==> src/core/see_map.vh <==
// Constants of the serial EEPROM command engine
`ifndef SEE_MAP_VH
`define SEE_MAP_VH
// Array shape
`define SEE_WORD_W        16
`define SEE_ADDR_W        4
`define SEE_WORDS         16
`define SEE_ERASED_WORD   16'hffff
// Instruction field positions within the 6-bit opcode/address shift
`define SEE_OP_HI         5
`define SEE_OP_LO         4
`define SEE_SUB_HI        3
`define SEE_SUB_LO        2
`define SEE_HDR_BITS      6
// Opcodes
`define SEE_OP_EXT        2'h0
`define SEE_OP_WRITE      2'h1
`define SEE_OP_READ       2'h2
`define SEE_OP_ERASE      2'h3
// Extended sub-codes
`define SEE_SUB_LOCK      2'h0
`define SEE_SUB_WRALL     2'h1
`define SEE_SUB_ERALL     2'h2
`define SEE_SUB_UNLOCK    2'h3
// Cycle times in microseconds, core clock in MHz
`define SEE_CLK_MHZ       100
`define SEE_T_WRITE_US    2000
`define SEE_T_ERASE_US    1000
`define SEE_T_ALL_US      15000
// Programming lock state after power-up
`define SEE_UNLOCK_RST    1'b0
`endif

==> src/core/see_engine.v <==
// Command engine of a 16 x 16 three-wire serial EEPROM
`default_nettype none
`include "see_map.vh"
// Function
// - Start bit is first serial clock rise with select and serial_in both high.
// - Nothing happens before a start bit is seen.
// - Standby ends as soon as select goes high.
// - Instructions execute only after all their bits arrive; partial ones do nothing.
// - After the last bit, clock and serial_in are ignored until select falls.
// - Programming is locked at power-up; unlock needed before erase or write.
// - Supply-good low inhibits every operation; a program cycle already running still finishes.
// - Read sends one zero dummy bit then sixteen data bits.
// - Dummy bit follows final address bit edge; later bits change after rises.
// - Output floats on the rise after the last bit or when select falls.
// - Output bit holds steady between clock edges while select stays high, except the ready rise at cycle end.
// - Read data leaves top bit first down to bit zero.
// - Word write erases the word and then programs the new data.
// - Word write is self-timed, starts after last data bit, within 2 ms.
// - Word erase sets the word to ones, self-timed, within 1 ms.
// - Erase-all sets the array to ones when unlocked, within 15 ms.
// - Write-all programs every word, no erase, within 15 ms.
// - All incoming bits are sampled on the serial clock rise.
// - Select low resets command logic; a running program cycle still finishes.
// - During a program cycle the output shows busy low, ready high.
// - Start, two opcode bits, four address bits; extended codes in top address bits.
module see_engine #(
    parameter T_WRITE_CYC = `SEE_T_WRITE_US * `SEE_CLK_MHZ,
    parameter T_ERASE_CYC = `SEE_T_ERASE_US * `SEE_CLK_MHZ,
    parameter T_ALL_CYC   = `SEE_T_ALL_US * `SEE_CLK_MHZ
) (
    // Clock and reset
    input  wire                   core_clk,
    input  wire                   srst,
    // Serial link pins
    input  wire                   chip_sel,
    input  wire                   serial_clk,
    input  wire                   serial_in,
    output reg                    serial_out,
    output reg                    serial_out_en,
    // Supply monitor
    input  wire                   supply_good,
    // Read word stream
    output reg                    rd_valid,
    input  wire                   rd_ready,
    output reg  [`SEE_WORD_W-1:0] rd_data,
    // Status
    output reg                    busy,
    output reg                    unlocked
);
    // Phase states
    localparam [2:0] ST_IDLE = 3'h0;
    localparam [2:0] ST_HDR  = 3'h1;
    localparam [2:0] ST_DATA = 3'h2;
    localparam [2:0] ST_READ = 3'h3;
    localparam [2:0] ST_DONE = 3'h4;
    localparam [2:0] ST_PROG = 3'h5;
    // Program cycle kinds
    localparam [1:0] PK_WORD  = 2'h0;
    localparam [1:0] PK_ERASE = 2'h1;
    localparam [1:0] PK_ERALL = 2'h2;
    localparam [1:0] PK_WRALL = 2'h3;

    wire [2:0] pins_s;
    wire       cs_s;
    wire       sck_s;
    wire       si_s;
    wire       pg_s;
    wire       buf_in_ready;
    wire       buf_out_valid;
    wire [`SEE_WORD_W-1:0] buf_out_data;

    reg [`SEE_WORD_W-1:0] mem_reg [0:`SEE_WORDS-1];
    reg [2:0]  state_reg;
    reg        sck_d_reg;
    reg [4:0]  bit_cnt_reg;
    reg [`SEE_HDR_BITS-1:0]  hdr_reg;
    reg [`SEE_WORD_W-1:0]    dat_reg;
    reg [`SEE_WORD_W-1:0]    shout_reg;
    reg [1:0]  pk_reg;
    reg [`SEE_ADDR_W-1:0]    pa_reg;
    reg [`SEE_WORD_W-1:0]    pd_reg;
    reg [31:0] tmr_reg;
    reg        prog_reg;
    reg        rd_push_reg;
    reg [`SEE_WORD_W-1:0] rd_word_reg;
    reg        stat_en_reg;
    integer    i;

    // Decode the two opcode bits and sub-code of a header
    function [2:0] see_kind;
        input [`SEE_HDR_BITS-1:0] h;
        begin
            case (h[`SEE_OP_HI:`SEE_OP_LO])
                `SEE_OP_READ:  see_kind = 3'h1;
                `SEE_OP_WRITE: see_kind = 3'h2;
                `SEE_OP_ERASE: see_kind = 3'h3;
                default: begin
                    case (h[`SEE_SUB_HI:`SEE_SUB_LO])
                        `SEE_SUB_UNLOCK: see_kind = 3'h4;
                        `SEE_SUB_LOCK:   see_kind = 3'h5;
                        `SEE_SUB_ERALL:  see_kind = 3'h6;
                        default:         see_kind = 3'h7;
                    endcase
                end
            endcase
        end
    endfunction

    // Pins cross into the core clock
    see_sync #(
        .W (4)
    ) u_sync (
        .core_clk (core_clk),
        .srst     (srst),
        .async_in ({supply_good, chip_sel, serial_clk, serial_in}),
        .sync_out ({pg_s, pins_s})
    );
    assign cs_s  = pins_s[2];
    assign sck_s = pins_s[1];
    assign si_s  = pins_s[0];

    // Read words buffered toward the user side
    see_buf #(
        .W (`SEE_WORD_W)
    ) u_buf (
        .core_clk  (core_clk),
        .srst      (srst),
        .in_valid  (rd_push_reg),
        .in_ready  (buf_in_ready),
        .in_data   (rd_word_reg),
        .out_valid (buf_out_valid),
        .out_ready (rd_ready | ~rd_valid),
        .out_data  (buf_out_data)
    );

    wire sck_rise = sck_s & ~sck_d_reg;
    wire [2:0] hk = see_kind({hdr_reg[`SEE_HDR_BITS-2:0], si_s});
    wire [`SEE_ADDR_W-1:0] hadr = {hdr_reg[2:0], si_s};

    // Serial command front end
    always @(posedge core_clk) begin
        if (srst) begin
            state_reg     <= ST_IDLE;
            sck_d_reg     <= 1'b0;
            bit_cnt_reg   <= 5'h0;
            hdr_reg       <= {`SEE_HDR_BITS{1'b0}};
            dat_reg       <= {`SEE_WORD_W{1'b0}};
            shout_reg     <= {`SEE_WORD_W{1'b0}};
            serial_out    <= 1'b0;
            serial_out_en <= 1'b0;
            unlocked      <= `SEE_UNLOCK_RST;
            rd_push_reg   <= 1'b0;
            rd_word_reg   <= {`SEE_WORD_W{1'b0}};
            prog_reg      <= 1'b0;
            pk_reg        <= PK_WORD;
            pa_reg        <= {`SEE_ADDR_W{1'b0}};
            pd_reg        <= {`SEE_WORD_W{1'b0}};
            stat_en_reg   <= 1'b0;
        end else begin
            sck_d_reg <= sck_s;
            prog_reg  <= 1'b0;
            if (rd_push_reg & buf_in_ready)
                rd_push_reg <= 1'b0;
            if (!pg_s) begin
                state_reg     <= ST_IDLE;
                serial_out_en <= 1'b0;
                unlocked      <= `SEE_UNLOCK_RST;
            end else if (!cs_s) begin
                // Deselect resets the front end but not a running cycle
                serial_out_en <= 1'b0;
                stat_en_reg   <= busy;
                if (state_reg != ST_PROG || !busy)
                    state_reg <= busy ? ST_PROG : ST_IDLE;
            end else begin
                case (state_reg)
                    ST_IDLE: begin
                        if (sck_rise && si_s) begin
                            state_reg   <= ST_HDR;
                            bit_cnt_reg <= 5'h0;
                        end
                    end
                    ST_HDR: begin
                        if (sck_rise) begin
                            hdr_reg     <= {hdr_reg[`SEE_HDR_BITS-2:0], si_s};
                            bit_cnt_reg <= bit_cnt_reg + 5'h1;
                            if (bit_cnt_reg == 5'h5) begin
                                bit_cnt_reg <= 5'h0;
                                pa_reg      <= hadr;
                                case (hk)
                                    3'h1: begin
                                        state_reg     <= ST_READ;
                                        shout_reg     <= mem_reg[hadr];
                                        serial_out    <= 1'b0;
                                        serial_out_en <= 1'b1;
                                        rd_word_reg   <= mem_reg[hadr];
                                        rd_push_reg   <= 1'b1;
                                    end
                                    3'h2, 3'h7: state_reg <= ST_DATA;
                                    3'h3: begin
                                        pk_reg    <= PK_ERASE;
                                        prog_reg  <= unlocked;
                                        state_reg <= unlocked ? ST_PROG : ST_DONE;
                                    end
                                    3'h4: begin
                                        unlocked  <= 1'b1;
                                        state_reg <= ST_DONE;
                                    end
                                    3'h5: begin
                                        unlocked  <= 1'b0;
                                        state_reg <= ST_DONE;
                                    end
                                    default: begin
                                        pk_reg    <= PK_ERALL;
                                        prog_reg  <= unlocked;
                                        state_reg <= unlocked ? ST_PROG : ST_DONE;
                                    end
                                endcase
                            end
                        end
                    end
                    ST_DATA: begin
                        if (sck_rise) begin
                            dat_reg     <= {dat_reg[`SEE_WORD_W-2:0], si_s};
                            bit_cnt_reg <= bit_cnt_reg + 5'h1;
                            if (bit_cnt_reg == 5'hf) begin
                                pd_reg    <= {dat_reg[`SEE_WORD_W-2:0], si_s};
                                pk_reg    <= (hdr_reg[`SEE_OP_HI:`SEE_OP_LO] == `SEE_OP_WRITE) ?
                                             PK_WORD : PK_WRALL;
                                prog_reg  <= unlocked;
                                state_reg <= unlocked ? ST_PROG : ST_DONE;
                            end
                        end
                    end
                    ST_READ: begin
                        if (sck_rise) begin
                            bit_cnt_reg <= bit_cnt_reg + 5'h1;
                            if (bit_cnt_reg == 5'h10) begin
                                serial_out_en <= 1'b0;
                                state_reg     <= ST_DONE;
                            end else begin
                                serial_out <= shout_reg[`SEE_WORD_W-1];
                                shout_reg  <= {shout_reg[`SEE_WORD_W-2:0], 1'b0};
                            end
                        end
                    end
                    ST_PROG: begin
                        // New starts ignored until the cycle ends
                        serial_out    <= ~busy;
                        serial_out_en <= stat_en_reg;
                        if (!busy && !prog_reg)
                            state_reg <= ST_DONE;
                    end
                    ST_DONE: begin
                        serial_out <= 1'b1;
                    end
                    default: state_reg <= ST_IDLE;
                endcase
            end
        end
    end

    // Self-timed program cycle and array update
    always @(posedge core_clk) begin
        if (srst) begin
            busy    <= 1'b0;
            tmr_reg <= 32'h0;
        end else if (prog_reg) begin
            busy <= 1'b1;
            case (pk_reg)
                PK_WORD:  tmr_reg <= T_WRITE_CYC - 1;
                PK_ERASE: tmr_reg <= T_ERASE_CYC - 1;
                default:  tmr_reg <= T_ALL_CYC - 1;
            endcase
        end else if (busy) begin
            if (tmr_reg == 32'h0) begin
                busy <= 1'b0;
                case (pk_reg)
                    PK_WORD:  mem_reg[pa_reg] <= pd_reg;
                    PK_ERASE: mem_reg[pa_reg] <= `SEE_ERASED_WORD;
                    PK_ERALL: for (i = 0; i < `SEE_WORDS; i = i + 1) mem_reg[i] <= `SEE_ERASED_WORD;
                    default:  for (i = 0; i < `SEE_WORDS; i = i + 1) mem_reg[i] <= pd_reg;
                endcase
            end else begin
                tmr_reg <= tmr_reg - 32'h1;
            end
        end
    end

    // Buffered read words presented from flops; valid never waits for ready
    always @(posedge core_clk) begin
        if (srst) begin
            rd_valid <= 1'b0;
            rd_data  <= {`SEE_WORD_W{1'b0}};
        end else if (!rd_valid || rd_ready) begin
            rd_valid <= buf_out_valid;
            if (buf_out_valid)
                rd_data <= buf_out_data;
        end
    end
endmodule
`default_nettype wire

==> src/core/see_sync.v <==
// Two-flop synchroniser for asynchronous pin inputs
`default_nettype none
module see_sync #(
    parameter W = 1
) (
    // Clock and reset
    input  wire         core_clk,
    input  wire         srst,
    // Data
    input  wire [W-1:0] async_in,
    output reg  [W-1:0] sync_out
);
    reg [W-1:0] meta_reg;

    // First stage is read only by the second
    always @(posedge core_clk) begin
        if (srst) begin
            meta_reg <= {W{1'b0}};
            sync_out <= {W{1'b0}};
        end else begin
            meta_reg <= async_in;
            sync_out <= meta_reg;
        end
    end
endmodule
`default_nettype wire

==> src/core/see_buf.v <==
// Two-entry valid/ready buffer for read data words
`default_nettype none
module see_buf #(
    parameter W = 16
) (
    // Clock and reset
    input  wire         core_clk,
    input  wire         srst,
    // Fill side
    input  wire         in_valid,
    output wire         in_ready,
    input  wire [W-1:0] in_data,
    // Drain side
    output wire         out_valid,
    input  wire         out_ready,
    output wire [W-1:0] out_data
);
    reg [W-1:0] mem_reg [0:1];
    reg         wp_reg;
    reg         rp_reg;
    reg [1:0]   cnt_reg;
    wire        push;
    wire        pop;

    assign in_ready  = (cnt_reg != 2'h2);
    assign out_valid = (cnt_reg != 2'h0);
    assign out_data  = mem_reg[rp_reg];
    assign push      = in_valid & in_ready;
    assign pop       = out_valid & out_ready;

    // Pointers and occupancy
    always @(posedge core_clk) begin
        if (srst) begin
            wp_reg  <= 1'b0;
            rp_reg  <= 1'b0;
            cnt_reg <= 2'h0;
        end else begin
            if (push)
                wp_reg <= ~wp_reg;
            if (pop)
                rp_reg <= ~rp_reg;
            if (push & ~pop)
                cnt_reg <= cnt_reg + 2'h1;
            else if (pop & ~push)
                cnt_reg <= cnt_reg - 2'h1;
        end
    end

    // Storage
    always @(posedge core_clk) begin
        if (push)
            mem_reg[wp_reg] <= in_data;
    end
endmodule
`default_nettype wire

==> config.mk <==
export PLATFORM = sky130hd
export DESIGN_NAME = see_engine
export DESIGN_NICKNAME = d
export VERILOG_FILES = /design/src/core/see_engine.v /design/src/core/see_sync.v /design/src/core/see_buf.v
export VERILOG_INCLUDE_DIRS = /design/src /design/src/core
export SDC_FILE = /design/constraint.sdc
export NUM_CORES = 1
export LEC_CHECK = 0
export BUFFER_PORTS_ARGS = -buffer_cell sky130_fd_sc_hd__buf_2
export CAP_MARGIN = 20
export CORE_UTILIZATION = 58
export DETAILED_ROUTE_END_ITERATION = 6
export HOLD_SLACK_MARGIN = 0.08
export PLACE_DENSITY_LB_ADDON = 0.2
export SYNTH_ARGS = -nofsm -noshare
export SYNTH_HDL_FRONTEND = slang
export SYNTH_SLANG_ARGS = --single-unit
==> constraint.sdc <==
create_clock -name core_clk -period 6.9 [get_ports core_clk]
set_input_delay 1.38 -clock core_clk [delete_from_list [all_inputs] [get_ports core_clk]]
set_output_delay 1.38 -clock core_clk [all_outputs]
set_load 0.005 [all_outputs]
==> flow_summary.json <==
{
  "outcome": "complete, no violations",
  "cts.sinks": 440,
  "dpl.hpwl_mm": 23.0,
  "crit_arrival_ns": 3.66,
  "post-route-util_pct": 66.0,
  "avgSynthCellArea_sq_um": 14.0,
  "yosysWarningCount": 0,
  "io_pins": 28,
  "first_pass_iters": 5,
  "synthMostInstantiatedCell": "edfxtp_1",
  "async_reset_ff_share_pct": 0,
  "fillerInstances": 2084,
  "synth_top_area_share_pct": 48.5,
  "crit_chain": "or4_4 > or4_4 > or4_4 > nand2b_4 > nand2b_1",
  "worst_path_max_delay_cell": "or4_4",
  "path_common_cell": "or4_4",
  "largest_reg_flops": 256,
  "core-area_sq_um": 30000,
  "drt_wl_total_mm": 37.4,
  "cts_tree": "built",
  "final_max_slew_viol_count": 0,
  "worstPathMaxFanout": 48,
  "tightestPinTransition_ns": 1.18,
  "cts_setup_buffers": 0,
  "cts.htree.levels": 2,
  "drc": 0,
  "synth_area_leader_cell": "edfxtp_1",
  "rows": 63,
  "routed_via_density": 6.23,
  "critPathKind": "register to register",
  "synth_edf_count": 288,
  "grt_pass1_vias": 10200,
  "start_util_pct": 59.6,
  "ys_top_cells_by_area": "edfxtp_1 (48%), dfxtp_1 (17%), mux4_2 (10%)",
  "layout_min_cycle_time_ns": 3.33,
  "fp.dieH_microns": 177,
  "r2r_cells": 5,
  "grt.overflow.total": 0,
  "p_leak_nw": 6.74,
  "setup_viol": 0,
  "min_path_cells": 1,
  "finClkSkew_ns": 0.0266,
  "clockBufferDepth": 3,
  "synth_commonest_cells": "edfxtp_1 (288), dfxtp_1 (152), nand2_1 (128)",
  "ir_drop_uv": 200,
  "routabilityCongestion": 0.821,
  "syn_inst": 1273,
  "ys_ff_latch": 440,
  "power_density_nw_per_um2": 280,
  "worst_slack_ns": 3.57,
  "initialDrtViolationCount": 1172,
  "cts_root_buf": "clkbuf_16",
  "die_x_microns": 177,
  "syn_to_final_growth_pct": 10.8,
  "yosys.cell_types.count": 69,
  "clk_pin_slew_worst_paths_ns": 0.06,
  "cts_buffers": 44,
  "grt_pass1_wl_mm": 58.4,
  "rsz0062_at_grt": "false",
  "max_stage_delay_ns": 0.67,
  "cts_resized": 0,
  "fin_crit_sh_pct": 48.3,
  "crit_required_ns": 7.23,
  "antenna_found_initial": 1,
  "netlist_area_sq_um": 17800,
  "cts_hold_buffers": 0,
  "design.die.area_sq_um": 31500,
  "crit_path_end_kind": "register",
  "groute.usage.overall_pct": 24.8,
  "max_freq_mhz": 300,
  "slew_headroom_pct": 21.4,
  "start_kind": "register",
  "layout-drive-gt1-share_pct": 17.5,
  "worstHoldPathType": "register to register",
  "dpl_worst_slack_ns": 3.10,
  "synth.net_count": 1289,
  "grt_max_degree": 104,
  "insertion_delay_ns": 0.56,
  "synth_ff_type": "edfxtp_1",
  "vias": 10700,
  "drv_cap": 0,
  "nNetsFinal": 1307,
  "hold_viol": 0,
  "wire_per_inst_microns": 21.8,
  "ant_nets": 0,
  "io_buffers": 27,
  "synth-seq-area-share_pct": 65.5,
  "setup_tns_ns": 0
}
==> logic make-up after synthesis <==
group,share of synthesized area [%]
flip-flops,65.5
buffers and inverters,2.40
multiplexers,11.4
XOR/XNOR,0.540
AND/OR/NAND/NOR,11.2
adder cells (fa/ha/maj),0.631
AO/OA/AOI/OAI,8.28
==> area by class of cell <==
class	count	area [sq um]	share of cell area, %
Sequential cell	440	11700	59.2
Timing Repair Buffer	54	340	1.72
Antenna cell	1	2.50	0.0127
Multi-Input combinational cell	735	5730	29.0
Tap cell	390	488	2.47
Clock inverter	26	270	1.37
Inverter	16	60.1	0.304
Clock buffer	55	1170	5.94
==> metrics by stage <==
stage	cells	total power, W	instance area (sq um)	hold WS [ns]
2_1_floorplan	1273	0.00314	17800	0.414
3_3_place_gp	1635	0.00322	18300	0.416
3_5_place_dp	1635	0.00323	18300	0.422
4_1_cts	1716	0.00558	19800	0.430
5_1_grt	1716	0.00573	19800	0.454
6_report	1717	0.00554	19800	0.427
==> path summary, 6_finish.rpt <==
| kind | startpoint | to | slack, ns |
|---|---|---|---|
| min | u_sync.meta_reg[1]$_SDFF_PP0_ | u_sync.sync_out[1]$_SDFF_PP0_ | 0.43 |
| max | tmr_reg[24]$_SDFFE_PP0P_ | mem_reg[3][15]$_DFFE_PP_ | 3.57 |
| min reg2reg | u_sync.meta_reg[1]$_SDFF_PP0_ | u_sync.sync_out[1]$_SDFF_PP0_ | 0.43 |
| max reg2reg | tmr_reg[24]$_SDFFE_PP0P_ | mem_reg[3][15]$_DFFE_PP_ | 3.57 |
==> where the power goes <==
group | leakage, nW | total [W] | switching [W] | internal, W
sequential | 3.94 | 0.00288 | 0.0000550 | 0.00283
combinational | 2.10 | 0.000282 | 0.000144 | 0.000138
clock | 0.700 | 0.00238 | 0.000978 | 0.00140
total | 6.74 | 0.00554 | 0.00118 | 0.00436
==> cell usage in the layout, fill, tap and decap left out, types with 8 or more instances in the layout <==
| master | netlist | final |
|---|---|---|
| dfxtp_1 | 152 | 150 |
| clkbuf_1 | 62 | 9 |
| a22o_1 | 16 | 16 |
| or4_1 | 12 | 12 |
| inv_1 | 15 | 15 |
| mux4_2 | 80 | 80 |
| nor3_1 | 10 | 9 |
| nand3_1 | 15 | 15 |
| a31oi_1 | 23 | 23 |
| nor2_1 | 79 | 79 |
| o31ai_1 | 11 | 11 |
| clkbuf_16 | 0 | 45 |
| nand2_1 | 128 | 128 |
| buf_2 | 4 | 26 |
| nand2b_2 | 20 | 20 |
| clkinv_1 | 0 | 11 |
| a211oi_1 | 19 | 19 |
| mux2i_1 | 22 | 22 |
| a311oi_1 | 13 | 13 |
| nor4_1 | 13 | 13 |
| o31a_1 | 9 | 9 |
| buf_4 | 0 | 28 |
| nor2b_1 | 18 | 18 |
| or3_1 | 17 | 17 |
| nand2b_1 | 36 | 36 |
| xor2_1 | 8 | 8 |
| edfxtp_1 | 288 | 288 |
| ha_1 | 9 | 9 |
| a21oi_1 | 81 | 81 |
| o21ai_0 | 23 | 23 |
==> layer usage <==
| layer | vias to the layer above | track usage (%) | routed length [microns] |
|---|---|---|---|
| met2 | 367 | 39.1 | 17600 |
| met4 | 0 | 8.26 | 941 |
| met1 | 5346 | 35.2 | 16200 |
| met5 | - | 0 | 0 |
| li1 | 4921 | - | - |
| met3 | 62 | 4.18 | 2650 |
==> worst max-delay path: cells and delay by family (launching register included) <==
family	cells	cell delay [ns]
flip-flops	1	0.35
AND/OR/NAND/NOR	5	2.75
Power figures use the tool's default switching activity.
